**config.mk**
```make
export PLATFORM = sky130hd
export DESIGN_NAME = tws_slave
export DESIGN_NICKNAME = d
export VERILOG_FILES = /design/src/hw/tws_pkg.sv /design/src/hw/tws_slave.sv
export SDC_FILE = /design/constraint.sdc
export NUM_CORES = 1
export LEC_CHECK = 0
export ABC_AREA = 1
export ABC_CLOCK_PERIOD_IN_PS = 2400
export BUFFER_PORTS_ARGS = -buffer_cell sky130_fd_sc_hd__buf_2
export CELL_PAD_IN_SITES_DETAIL_PLACEMENT = 0
export CELL_PAD_IN_SITES_GLOBAL_PLACEMENT = 1
export CORE_MARGIN = 2
export CORE_UTILIZATION = 35
export CTS_BUF_LIST = sky130_fd_sc_hd__clkbuf_8
export DETAILED_ROUTE_END_ITERATION = 7
export PLACE_DENSITY = 0.72
export SLEW_MARGIN = 20
export SYNTH_ARGS = -nofsm -noshare
export SYNTH_HDL_FRONTEND = slang
export SYNTH_SLANG_ARGS = --single-unit
```
**constraint.sdc**
```tcl
create_clock -name mclk -period 2.4 [get_ports mclk]
set_clock_uncertainty 0.15 [all_clocks]
set_input_delay 0.48 -clock mclk [delete_from_list [all_inputs] [get_ports mclk]]
set_output_delay 0.48 -clock mclk [all_outputs]
set_load 0.005 [all_outputs]
```
**src/hw/tws_pkg.sv**
```systemverilog
// shared constants for the two-wire slave block
package tws_pkg;
    // ***************************************************
    // register offsets (index on the plain port)
    // ***************************************************
    localparam logic [2:0] OFS_DATA = 3'h0; // shift_data_reg
    localparam logic [2:0] OFS_STATUS = 3'h1; // bus_status_reg
    localparam logic [2:0] OFS_ADDR = 3'h2; // own_address_reg
    localparam logic [2:0] OFS_CTRL = 3'h3; // two_wire_control_reg
    localparam logic [2:0] OFS_SLEEP = 3'h4; // sleep control
    // ***************************************************
    // control fields
    // ***************************************************
    localparam int CTL_DONE = 7;
    localparam int CTL_ACKEN = 6;
    localparam int CTL_BEGIN = 5;
    localparam int CTL_HALT = 4;
    localparam int CTL_WCOL = 3;
    localparam int CTL_EN = 2;
    localparam int CTL_IRQEN = 0;
    localparam int ADR_GCE = 0;
    localparam logic [7:0] CTRL_RESET = 8'h00;
    localparam logic [7:0] ADDR_RESET = 8'hfe;
    localparam logic [7:0] DATA_RESET = 8'hff;
    localparam logic [6:0] GEN_CALL = 7'h00;
    // ***************************************************
    // status codes (prescaler bits zero)
    // ***************************************************
    localparam logic [7:0] ST_SR_ADDR = 8'h60;
    localparam logic [7:0] ST_SR_GC = 8'h70;
    localparam logic [7:0] ST_SR_DATA_ACK = 8'h80;
    localparam logic [7:0] ST_SR_DATA_NACK = 8'h88;
    localparam logic [7:0] ST_GC_DATA_ACK = 8'h90;
    localparam logic [7:0] ST_GC_DATA_NACK = 8'h98;
    localparam logic [7:0] ST_STOP = 8'ha0;
    localparam logic [7:0] ST_ST_ADDR = 8'ha8;
    localparam logic [7:0] ST_ST_ARB = 8'hb0;
    localparam logic [7:0] ST_ST_DATA_ACK = 8'hb8;
    localparam logic [7:0] ST_ST_DATA_NACK = 8'hc0;
    localparam logic [7:0] ST_ST_LAST_ACK = 8'hc8;
    localparam logic [7:0] ST_NONE = 8'hf8;
    // ***************************************************
    // link state machine
    // ***************************************************
    typedef enum logic [2:0] {
        LS_IDLE = 3'b000,
        LS_ADDR = 3'b001,
        LS_ADDR_ACK = 3'b010,
        LS_RX = 3'b011,
        LS_RX_ACK = 3'b100,
        LS_TX = 3'b101,
        LS_TX_ACK = 3'b110,
        LS_IGNORE = 3'b111
    } tws_link_type;
endpackage : tws_pkg

```
**src/hw/tws_slave.sv**
```systemverilog
// two-wire slave: address match, receive end, transmit mode, sleep wake
//
// The address map and the plain strobed port are this design's own decisions.
module tws_slave (
    // system
    input wire logic mclk,
    input wire logic reset,
    // register port
    input wire logic [2:0] regAddr,
    input wire logic [7:0] regWdata,
    input wire logic regWrite,
    input wire logic regRead,
    output logic [7:0] regRdata,
    // bus pins, enable low while driving low
    input wire logic sclIn,
    input wire logic sdaIn,
    output logic sclOut,
    output logic sclOeN,
    output logic sdaOut,
    output logic sdaOeN,
    // master side hooks
    input wire logic arbLost,
    output logic startRequest,
    output logic wakeUp
);
    import tws_pkg::*;

    // ***************************************************
    // pin synchronisers and edge detection
    // ***************************************************
    logic [1:0] sclSync_q, sdaSync_q;
    logic sclPrev_q, sdaPrev_q;
    // first stage feeds only the second stage
    always_ff @(posedge mclk or posedge reset) begin
        if (reset) begin
            sclSync_q <= 2'b11;
            sdaSync_q <= 2'b11;
            sclPrev_q <= 1'b1;
            sdaPrev_q <= 1'b1;
        end else begin
            sclSync_q <= {sclSync_q[0], sclIn};
            sdaSync_q <= {sdaSync_q[0], sdaIn};
            sclPrev_q <= sclSync_q[1];
            sdaPrev_q <= sdaSync_q[1];
        end
    end
    wire scl = sclSync_q[1];
    wire sda = sdaSync_q[1];
    wire sclRise = scl && !sclPrev_q;
    wire sclFall = !scl && sclPrev_q;
    wire startSeen = scl && sclPrev_q && !sda && sdaPrev_q;
    wire stopSeen = scl && sclPrev_q && sda && !sdaPrev_q;

    // ***************************************************
    // registers
    // ***************************************************
    logic [7:0] ctrl_q, addr_q, data_q, status_q;
    logic sleep_q, busBusy_q, stretch_q;
    logic lastByte_q, gcMode_q, wokeUp_q;
    tws_link_type state_q;
    logic [2:0] bitCnt_q;
    logic [7:0] shift_q;
    logic setDone;
    logic [7:0] setStatus;

    function automatic logic isReg(input logic [2:0] a, input logic [2:0] ofs);
        return a == ofs;
    endfunction : isReg

    wire doneClear = regWrite && isReg(regAddr, OFS_CTRL) && regWdata[CTL_DONE];
    wire enabled = ctrl_q[CTL_EN];
    wire ackEn = ctrl_q[CTL_ACKEN];
    wire ownHit = shift_q[7:1] == addr_q[7:1];
    wire gcHit = shift_q[7:1] == GEN_CALL && addr_q[ADR_GCE];
    // address and receive ack states span two falls; the count marks the second half, the ack bit itself
    wire ackPhase = bitCnt_q[0];

    // control register; hardware set of the flag beats software clear
    always_ff @(posedge mclk or posedge reset) begin
        if (reset) begin
            ctrl_q <= CTRL_RESET;
        end else begin
            if (regWrite && isReg(regAddr, OFS_CTRL)) begin
                ctrl_q[6:0] <= {regWdata[6:4], ctrl_q[CTL_WCOL], regWdata[2:0]};
                if (regWdata[CTL_DONE]) begin
                    ctrl_q[CTL_DONE] <= 1'b0;
                end
            end
            if (regWrite && isReg(regAddr, OFS_DATA) && !ctrl_q[CTL_DONE]) begin
                ctrl_q[CTL_WCOL] <= 1'b1;
            end
            if (startRequest && !busBusy_q) begin
                ctrl_q[CTL_BEGIN] <= 1'b0; // start handed to master
            end
            if (setDone) begin
                ctrl_q[CTL_DONE] <= 1'b1;
            end
        end
    end

    // address and sleep registers
    always_ff @(posedge mclk or posedge reset) begin
        if (reset) begin
            addr_q <= ADDR_RESET;
            sleep_q <= 1'b0;
        end else begin
            if (regWrite && isReg(regAddr, OFS_ADDR)) begin
                addr_q <= regWdata;
            end
            if (regWrite && isReg(regAddr, OFS_SLEEP)) begin
                sleep_q <= regWdata[0];
            end else if (wakeUp) begin
                sleep_q <= 1'b0; // address match ends sleep
            end
        end
    end

    // status code; 0xf8 while flag is clear
    always_ff @(posedge mclk or posedge reset) begin
        if (reset) begin
            status_q <= ST_NONE;
        end else if (setDone) begin
            status_q <= setStatus;
        end else if (doneClear) begin
            status_q <= ST_NONE;
        end
    end

    // register read, one cycle later
    always_ff @(posedge mclk or posedge reset) begin
        if (reset) begin
            regRdata <= 8'h00;
        end else if (regRead) begin
            case (regAddr)
                OFS_DATA: regRdata <= data_q;
                OFS_STATUS: regRdata <= status_q;
                OFS_ADDR: regRdata <= addr_q;
                OFS_CTRL: regRdata <= ctrl_q;
                OFS_SLEEP: regRdata <= {7'h00, sleep_q};
                default: regRdata <= 8'h00;
            endcase
        end
    end

    // bus busy tracking for deferred start
    always_ff @(posedge mclk or posedge reset) begin
        if (reset) begin
            busBusy_q <= 1'b0;
        end else if (startSeen) begin
            busBusy_q <= 1'b1;
        end else if (stopSeen) begin
            busBusy_q <= 1'b0;
        end
    end

    // start request waits for a free bus
    always_ff @(posedge mclk or posedge reset) begin
        if (reset) begin
            startRequest <= 1'b0;
        end else begin
            startRequest <= enabled && ctrl_q[CTL_BEGIN] && !ctrl_q[CTL_DONE] && !busBusy_q && !startRequest;
        end
    end

    // ***************************************************
    // link state machine
    // ***************************************************
    // sleep path: the sampled bus clock still paces address shifting
    always_comb begin
        setDone = 1'b0;
        setStatus = ST_NONE;
        if (state_q == LS_ADDR_ACK && sclFall && ackPhase) begin
            setDone = 1'b1;
            if (shift_q[0]) begin
                setStatus = arbLost ? ST_ST_ARB : ST_ST_ADDR;
            end else begin
                setStatus = gcMode_q ? ST_SR_GC : ST_SR_ADDR;
            end
        end else if (state_q == LS_RX_ACK && sclFall && ackPhase) begin
            setDone = 1'b1;
            if (gcMode_q) begin
                setStatus = lastByte_q ? ST_GC_DATA_NACK : ST_GC_DATA_ACK;
            end else begin
                setStatus = lastByte_q ? ST_SR_DATA_NACK : ST_SR_DATA_ACK;
            end
        end else if (state_q == LS_TX_ACK && sclFall) begin
            setDone = 1'b1;
            if (shift_q[0]) begin
                setStatus = ST_ST_DATA_NACK;
            end else if (lastByte_q) begin
                setStatus = ST_ST_LAST_ACK;
            end else begin
                setStatus = ST_ST_DATA_ACK;
            end
        end else if ((startSeen || stopSeen) && (state_q == LS_RX || state_q == LS_TX)) begin
            setDone = 1'b1;
            setStatus = ST_STOP;
        end
    end

    always_ff @(posedge mclk or posedge reset) begin
        if (reset) begin
            state_q <= LS_IDLE;
            bitCnt_q <= 3'h0;
            shift_q <= 8'h00;
            lastByte_q <= 1'b0;
            gcMode_q <= 1'b0;
        end else if (!enabled) begin
            state_q <= LS_IDLE;
        end else if (startSeen) begin
            state_q <= LS_ADDR; // monitoring continues with ack enable low
            bitCnt_q <= 3'h0;
        end else if (stopSeen) begin
            state_q <= LS_IDLE;
        end else begin
            case (state_q)
                LS_ADDR: if (sclRise) begin
                    shift_q <= {shift_q[6:0], sda};
                    bitCnt_q <= bitCnt_q + 3'h1;
                    if (bitCnt_q == 3'h7) begin
                        state_q <= LS_ADDR_ACK;
                    end
                end
                LS_ADDR_ACK: if (sclFall && ackPhase) begin
                    state_q <= shift_q[0] ? LS_TX : LS_RX;
                    bitCnt_q <= 3'h0;
                end else if (sclFall) begin
                    // ack only when enabled, recognises again on resume
                    if (ackEn && (ownHit || (gcHit && !shift_q[0]))) begin
                        gcMode_q <= gcHit && !ownHit;
                        lastByte_q <= !ackEn;
                        bitCnt_q <= 3'h1; // ack bit now on the bus
                    end else begin
                        state_q <= LS_IGNORE;
                    end
                end
                LS_RX: if (sclRise && !stretch_q) begin
                    shift_q <= {shift_q[6:0], sda};
                    bitCnt_q <= bitCnt_q + 3'h1;
                    if (bitCnt_q == 3'h7) begin
                        state_q <= LS_RX_ACK;
                        lastByte_q <= !ackEn;
                    end
                end
                LS_RX_ACK: if (sclFall && ackPhase) begin
                    state_q <= lastByte_q ? LS_IGNORE : LS_RX;
                    bitCnt_q <= 3'h0;
                end else if (sclFall) begin
                    bitCnt_q <= 3'h1; // ack bit now on the bus
                end
                LS_TX: if (sclFall && !stretch_q) begin
                    bitCnt_q <= bitCnt_q + 3'h1;
                    if (bitCnt_q == 3'h7) begin
                        state_q <= LS_TX_ACK;
                        lastByte_q <= !ackEn;
                    end
                end
                LS_TX_ACK: if (sclRise) begin
                    shift_q[0] <= sda; // master answer, acted on at the fall
                end else if (sclFall) begin
                    // last byte or nack leaves the slave not addressed
                    state_q <= (shift_q[0] || lastByte_q) ? LS_IGNORE : LS_TX;
                end
                default: ;
            endcase
        end
    end

    // data register; receive byte kept for software
    always_ff @(posedge mclk or posedge reset) begin
        if (reset) begin
            data_q <= DATA_RESET;
        end else if (regWrite && isReg(regAddr, OFS_DATA) && ctrl_q[CTL_DONE]) begin
            data_q <= regWdata;
        end else if (state_q == LS_RX && sclRise && bitCnt_q == 3'h7 && !sleep_q) begin
            data_q <= {shift_q[6:0], sda}; // left stale in sleep
        end
    end

    // wake pulse and clock stretch after a sleeping match
    always_ff @(posedge mclk or posedge reset) begin
        if (reset) begin
            wakeUp <= 1'b0;
            wokeUp_q <= 1'b0;
        end else begin
            wakeUp <= sleep_q && setDone && state_q == LS_ADDR_ACK;
            if (wakeUp) begin
                wokeUp_q <= 1'b1;
            end else if (doneClear) begin
                wokeUp_q <= 1'b0;
            end
        end
    end

    // ***************************************************
    // pin drivers
    // ***************************************************
    wire txBit = (state_q == LS_TX) ? data_q[3'h7 - bitCnt_q] : 1'b1;
    // ack only between two falls, so data never moves while the clock is high
    wire ackLow = (state_q == LS_ADDR_ACK && ackPhase) || (state_q == LS_RX_ACK && ackPhase && !lastByte_q);
    always_ff @(posedge mclk or posedge reset) begin
        if (reset) begin
            stretch_q <= 1'b0;
            sclOeN <= 1'b1;
            sdaOeN <= 1'b1;
        end else begin
            // stretch while flag is pending outside the ignore state, or from wake until cleared
            stretch_q <= (ctrl_q[CTL_DONE] && !doneClear && state_q != LS_IGNORE) || wokeUp_q || wakeUp;
            sclOeN <= !stretch_q;
            // ignore state leaves data released
            sdaOeN <= !(ackLow || (state_q == LS_TX && !txBit));
        end
    end
    assign sclOut = 1'b0;
    assign sdaOut = 1'b0;
endmodule : tws_slave

```
Yosys cells after proc, flatten, opt, wreduce, memory -nomap -nowiden
Index checks and enable logic that the tools add are counted.
{"block": "classes", "addsub": 2, "magnitude_cmp": 1, "n_eq_ne": 39, "mux": 77, "n_bitwise": 3, "n_reduce_logical": 88}
{"op": "$mux 8", "n": 11}
{"op": "$mux 3", "n": 27}
{"op": "$ne 5x5->1 const B", "n": 9}
{"op": "$logic_and 1x1->1", "n": 43}
{"op": "$pmux 8 s5", "n": 1}
{"op": "$mux 1", "n": 23}
{"op": "$mux 7", "n": 3}
{"op": "$pmux 3 s6", "n": 1}
{"op": "$reduce_and 9->1", "n": 2}
{"op": "$reduce_bool 2->1", "n": 9}
{"op": "$logic_not 1->1", "n": 16}
{"op": "$ne 2x2->1 const B", "n": 8}
{"op": "$eq 3x3->1 const B", "n": 5}
{"op": "$mux 5", "n": 3}
{"op": "$pmux 3 s5", "n": 1}
{"op": "$pmux 7 s2", "n": 1}
{"op": "$reduce_and 7->1", "n": 2}
{"op": "$eq 3x2->1 const B", "n": 4}
{"op": "$ne 3x3->1 const B", "n": 4}
{"op": "$ne 4x4->1 const B", "n": 3}
{"op": "$ne 6x6->1 const B", "n": 2}
{"op": "$reduce_and 12->1", "n": 1}
{"op": "$ne 9x3->1 const B", "n": 1}
{"op": "$logic_or 1x1->1", "n": 8}
{"op": "other kinds (16)", "n": 22}
{"block": "word_totals", "reg_bits": 70, "inputBits": 18, "output_inout_bits": 14, "elab_cells": 236}

Depth between registers and ports, before layout
{"block": "logic_depth", "depth_word": 12, "mapped_depth": 13, "mapped_depth_nobuf": 13}

Worst setup path after synthesis
OpenSTA, ideal clock, no wires.
{"block": "synth_path", "path_type": "reg2reg", "startpoint": "register sclSync_q[1]", "endpoint": "register bitCnt_q[0]", "t_arrival_ns": 1.478, "required_ns": 2.126, "setup_slack_ns": 0.648, "stages_incl_launch_ff": 12, "synth_period_minus_slack_ns": 1.752, "cell_sequence": "dfstp_2 -> inv_1 -> nor2_1 -> inv_1 -> o21ai_2 -> nand2_1 -> nand2_1 -> nand2_1 -> nor2_1 -> nand2_2 -> nor2_1 -> a21oi_1"}
{"block": "synth_between", "elab_chain_len": 7}
{"element": "start: declaration", "line": "tws_slave.sv:31", "source": "logic [1:0] sclSync_q, sdaSync_q;"}
{"element": "start signal: assignment", "line": "tws_slave.sv:41", "source": "sclSync_q <= {sclSync_q[0], sclIn};"}
{"element": "$logic_not 1->1", "line": "tws_slave.sv:50", "source": "wire sclFall = !scl && sclPrev_q;"}
{"element": "$logic_and 1x1->1", "line": "tws_slave.sv:50"}
{"element": "$logic_and 1x1->1", "line": "tws_slave.sv:224, tws_slave.sv:245"}
{"element": "$mux 3 (on tied branches)", "line": "tws_slave.sv:245, tws_slave.sv:224"}
{"element": "$pmux 3 s5", "line": "tws_slave.sv:216", "source": "case (state_q)"}
{"element": "$mux 3", "line": "tws_slave.sv:213", "source": "end else if (stopSeen) begin"}
{"element": "$mux 3", "line": "tws_slave.sv:210", "source": "end else if (startSeen) begin"}
{"element": "end signal: assignment", "line": "tws_slave.sv:219", "source": "bitCnt_q <= bitCnt_q + 3'h1;"}
{"element": "end signal: assignment", "line": "tws_slave.sv:239", "source": "bitCnt_q <= bitCnt_q + 3'h1;"}
{"element": "end signal: assignment", "line": "tws_slave.sv:252", "source": "bitCnt_q <= bitCnt_q + 3'h1;"}
{"element": "end: declaration", "line": "tws_slave.sv:61", "source": "logic [2:0] bitCnt_q;"}
Parallel ways exist; a longest one is shown, timed or not. The select of a mux whose other input is x is not followed.
A chain may end at the register's enable or synchronous reset.

Worst setup path after layout
{"block": "layout_path", "startpoint": "register sdaPrev_q", "endpoint": "register shift_q[0]"}
{"block": "layout_between", "elab_chain_len": 4}
{"element": "start: declaration", "line": "tws_slave.sv:32", "source": "logic sclPrev_q, sdaPrev_q;"}
{"element": "start signal: assignment", "line": "tws_slave.sv:44", "source": "sdaPrev_q <= sdaSync_q[1];"}
{"element": "$logic_not 1->1", "line": "tws_slave.sv:52", "source": "wire stopSeen = scl && sclPrev_q && sda && !sdaPrev_q;"}
{"element": "$logic_and 1x1->1", "line": "tws_slave.sv:52"}
{"element": "$not 1->1 (no line)"}
{"element": "$reduce_and 7->1 (no line) *"}
{"element": "end signal: assignment", "line": "tws_slave.sv:218", "source": "shift_q <= {shift_q[6:0], sda};"}
{"element": "end signal: assignment", "line": "tws_slave.sv:238", "source": "shift_q <= {shift_q[6:0], sda};"}
{"element": "end: declaration", "line": "tws_slave.sv:62", "source": "logic [7:0] shift_q;"}
Every way passes the cells marked *; elsewhere a longest branch is shown, timed or not.

==> implementation parameters <==
Parameter                              Value

Outcome
  Run status ... finished clean

Power and ir drop
  Reg power frac ... 44.0%
  Clock Power Share ... 28.6%
  Worst supply voltage drop on vdd ... 0.336 mV
  Psw ... 1.44 mW
  Total power divided by cell area ... approximately 990 nW/um^2
  Power Internal ... 2.66 mW
  Proportion of power drawn by combinational gates ... 27.4%
  Switching Fraction ... 35.2%
  Cell leakage power ... 1.99 nW
  Total power ... ~4.1 mW

Floorplanning
  DIE AREA ... 11000 um^2
  Initial Utilization ... 36.3%
  Width of the die ... 105 um
  Placeable Area ... 9820 um^2
  I/O pins ... 32
  Number of core rows ... 36
  Height of the die ... 105 um

Timing
  Highest attainable clock frequency ... around 470 MHz
  Worst slew margin ... 62.4%
  Final count of pins violating max slew ... 0
  Fin crit share ... 89.2%
  Final TNS setup ... 0 ns
  Slew of the pin with the lowest slew margin ... 0.563 ns
  Fin crit period ... 2.14 ns
  Final hold slack ... 0.0878 ns
  Slack of the critical path ... 0.260 ns
  Setup repair after global routing missed its margin ... false
  Hold Vio Cnt, Final ... 0
  Final setup viols ... 0

Detailed routing
  Via count normalized by instance count ... ~5
  Total vias in the final route ... roughly 3100
  DR DRC count ... 0
  First-pass iteration count of the detailed router ... 5
  Overall routed net length ... 9880 um
  Post-route antenna net violation count ... 0
  Drt wl/cell ... 16.1 um
  Count of routing violations after the opening detailed-route iteration ... 252

Yosys
  Number of warnings reported in the yosys synthesis log ... 0
  Part of the Yosys area used for sequential elements ... between 40% and 50%
  #FFs+latches synth ... 67
  Adder-cell share of the synthesized area ... less than 1%
  Cells after synthesis ... 438
  Mux cell area share after synthesis ... ~1.9%
  Synthesized area per cell ... 8.13 um^2
  Post-synthesis instance area ... approximately 3600 um^2
  Synth Area in Compound Gates ... between 10% and 20%
  Dominant combinational cell family by area after synthesis ... simple AND/OR/NAND/NOR gates
  Biggest area consumer among synthesized cells ... sky130_fd_sc_hd__dfrtp_1
  Distinct cell type count after synthesis ... 45
  Simple-gate share of the synthesized area ... a little under a quarter
  Top post-synthesis cells by area ... sky130_fd_sc_hd__dfrtp_1, sky130_fd_sc_hd__dfstp_2, sky130_fd_sc_hd__nand2_1
  Synth top area share ... between 20% and 30%
  Parity-gate share of the synthesized area counting xor and xnor cells ... 0.246%

Min path
  Endpoint, Worst Hold ... sclSync_q[0]
  Number of stages on the worst hold path ... 1
  Worst Min Path Start ... sclIn
  Path category of the worst min-delay check ... in -> reg

Worst setup path
  Crit path DAT ... roughly 2.3 ns
  Flop2flop setup slack ... roughly 0.26 ns
  Critical Path Sink Type ... flop
  Largest fanout of any net on the critical path ... 16
  Reg-to-reg critical path endpoint ... shift_q[0]
  Reg-to-Reg Start ... sdaPrev_q
  Kind of start point of the critical path ... flop
  Data required time of the worst path ... 2.51 ns
  Worst setup path class ... reg -> reg
  Worst-case reg-to-reg path depth ... 8

Flow run
  # Max-Cap Violations ... 0

Global route
  Total routing usage reported by global routing ... 18.6%
  Global-route wire length before repair ... 16000 um
  Number of antenna violations at the first check in global routing ... 0
  Vias in the first global route ... 3006
  Total gr overflow ... 0
  Pin count of the biggest net entering global routing ... 53

Clocking
  Clock tree from TritonCTS ... built
  Bufs on Longest Clock Path ... 2
  H-tree levels ... 3
  Clk slew on worst S/H paths ... 0.07 ns
  Clock network latency to the later pin of the worst-skew pair ... between 0.3 and 0.4 ns
  Sinks on the clock net ... 67
  Cts bufs inserted ... 9
  Post-CTS repair timing setup buffer count ... 0
  Root cell of the clock tree ... sky130_fd_sc_hd__clkbuf_8

Final layout
  Final Net Count ... approximately 500
  Area delta synth->final ... 16.4%
  Number of antenna repair diodes ... 0
  Ratio of cells with drive above 1 in the final layout ... 23.9%
  Filler Cells Inserted ... 1037

Placement
  IO buf count ... 29
  Placement-stage worst setup slack ... around 0.27 ns
  Global placement routability congestion ... slightly below 0.9
  Detail Placement HPWL ... between 7000 and 8000 um
[area by class of cell]
| cell class | instances | area, um^2 | share of cell area, % |
|---|---|---|---|
| repair buffers | 36 | 213 | 5.13 |
| multi-input cells | 288 | 1520 | 36.7 |
| inverters | 75 | 284 | 6.85 |
| clock inverters | 6 | 111 | 2.69 |
| flip-flops and latches | 67 | 1710 | 41.3 |
| well taps | 133 | 166 | 4.01 |
| clock buffers | 10 | 138 | 3.32 |
[routing by layer]
layer  share of wire [%]  track usage [%]  vias to the layer above
met2                  43             26.9                      104
met1                  50             28.1                     1452
met3                 4.5             2.37                       18
li1                    -                -                     1520
met4                 2.4             7.52                        0
met5                   0                0                        -
[power by group through the flow]
stage / combinational, mW / clock (mW) / sequential [mW]
3_3_place_gp: 1.13 / 0 / 1.81
4_1_cts: 1.12 / 1.20 / 1.80
3_5_place_dp: 1.12 / 0 / 1.82
2_1_floorplan: 0.813 / 0 / 1.71
6_report: 1.12 / 1.18 / 1.81
5_1_grt: 1.26 / 1.25 / 1.84
[flip-flops by register name, indices dropped and copies added, names as in the netlist, 2 cells and up]
signal	flops
addr_q	8
bitCnt_q	3
ctrl_q	8
data_q	8
regRdata	8
sclSync_q	2
sdaSync_q	2
shift_q	8
state_q	3
status_q	5
[cells in the final DEF, fill, tap and decap left out, types with 2 or more instances in the layout]
| cell | n |
|---|---|
| sky130_fd_sc_hd__o22ai_1 | 4 |
| sky130_fd_sc_hd__nor3_1 | 3 |
| sky130_fd_sc_hd__nor2_2 | 5 |
| sky130_fd_sc_hd__o21ai_1 | 19 |
| sky130_fd_sc_hd__ha_1 | 2 |
| sky130_fd_sc_hd__inv_1 | 63 |
| sky130_fd_sc_hd__nand2_1 | 94 |
| sky130_fd_sc_hd__o31ai_1 | 3 |
| sky130_fd_sc_hd__nor2_1 | 25 |
| sky130_fd_sc_hd__clkbuf_8 | 10 |
| sky130_fd_sc_hd__a21oi_1 | 12 |
| sky130_fd_sc_hd__nand4_1 | 3 |
| sky130_fd_sc_hd__buf_4 | 5 |
| sky130_fd_sc_hd__buf_2 | 29 |
| sky130_fd_sc_hd__o2111ai_1 | 3 |
| sky130_fd_sc_hd__nand2_2 | 2 |
| sky130_fd_sc_hd__nand3_2 | 2 |
| sky130_fd_sc_hd__inv_2 | 11 |
| sky130_fd_sc_hd__bufinv_16 | 3 |
| sky130_fd_sc_hd__dfstp_2 | 28 |
| sky130_fd_sc_hd__o221ai_1 | 5 |
| sky130_fd_sc_hd__dfrtp_1 | 39 |
| sky130_fd_sc_hd__nand3_1 | 32 |
| sky130_fd_sc_hd__nor3_2 | 2 |
| sky130_fd_sc_hd__conb_1 | 2 |
| sky130_fd_sc_hd__o211ai_1 | 6 |
| sky130_fd_sc_hd__o21ai_0 | 41 |
| sky130_fd_sc_hd__mux2_2 | 6 |
[metrics by stage]
step | instance area (um^2) | cells | util, %
3_3_place_gp | 3890 | 598 | 39.6
2_1_floorplan | 3570 | 439 | -
6_report | 4150 | 615 | 42.2
4_1_cts | 4150 | 615 | 42.2
5_1_grt | 4150 | 615 | 42.2
3_5_place_dp | 3890 | 598 | 39.6
[critical path, stage by stage (launching register included)]
cell	delay, ns
sky130_fd_sc_hd__dfstp_2	0.52
sky130_fd_sc_hd__inv_1	0.08
sky130_fd_sc_hd__nor3_2	0.37
sky130_fd_sc_hd__inv_2	0.18
sky130_fd_sc_hd__nand2_1	0.15
sky130_fd_sc_hd__inv_1	0.10
sky130_fd_sc_hd__nand3_2	0.26
sky130_fd_sc_hd__a21oi_1	0.11
sky130_fd_sc_hd__a31oi_1	0.15
[kinds of logic (layout without fill, tap and decap cells)]
family / count (synthesis) / after routing
AO/OA/AOI/OAI: 101 / 101
multiplexers: 6 / 6
buffers and inverters: 84 / 127
XOR/XNOR: 1 / 1
AND/OR/NAND/NOR: 176 / 176
other: 1 / 2
adder cells (fa/ha/maj): 2 / 2
flip-flops: 67 / 67
[cell usage after synthesis (all sizes together)]
master,number
buf,6
a211oi,1
nor2,31
a32o,1
xnor2,1
o2111ai,3
mux2,6
o31ai,3
o211ai,6
o221ai,5
o21ai,61
clkbuf,3
a41oi,1
nand3,35
ha,2
a31oi,2
o22ai,4
inv,75
conb,1
a21oi,12
dfstp,28
a221oi,1
or2,2
dfrtp,39
nor3b,1
nand4,4
a2bb2oi,1
nor3,6
nand2,96
nand3b,1
[timing repair]
action / 4_1_cts / 5_1_grt
endpoints found under the hold margin: 11 / 0
resized for setup: 0 / 0
hold buffers: 1 / 0
[worst max path at each step]
| stage | startpoint | endpoint | slack, ns | cells after the start |
|---|---|---|---|---|
| after floorplan | reset | addr_q[0] | 0.13 | 1 |
| after global placement | regAddr[1] | data_q[5] | 0.24 | 7 |
| after detailed placement | regAddr[1] | data_q[5] | 0.27 | 7 |
| after CTS | sdaPrev_q | shift_q[0] | 0.29 | 8 |
| after global routing | sclSync_q[1] | shift_q[0] | 0.1 | 8 |
| final | sdaPrev_q | shift_q[0] | 0.26 | 8 |
Power figures use the tool's default switching activity.
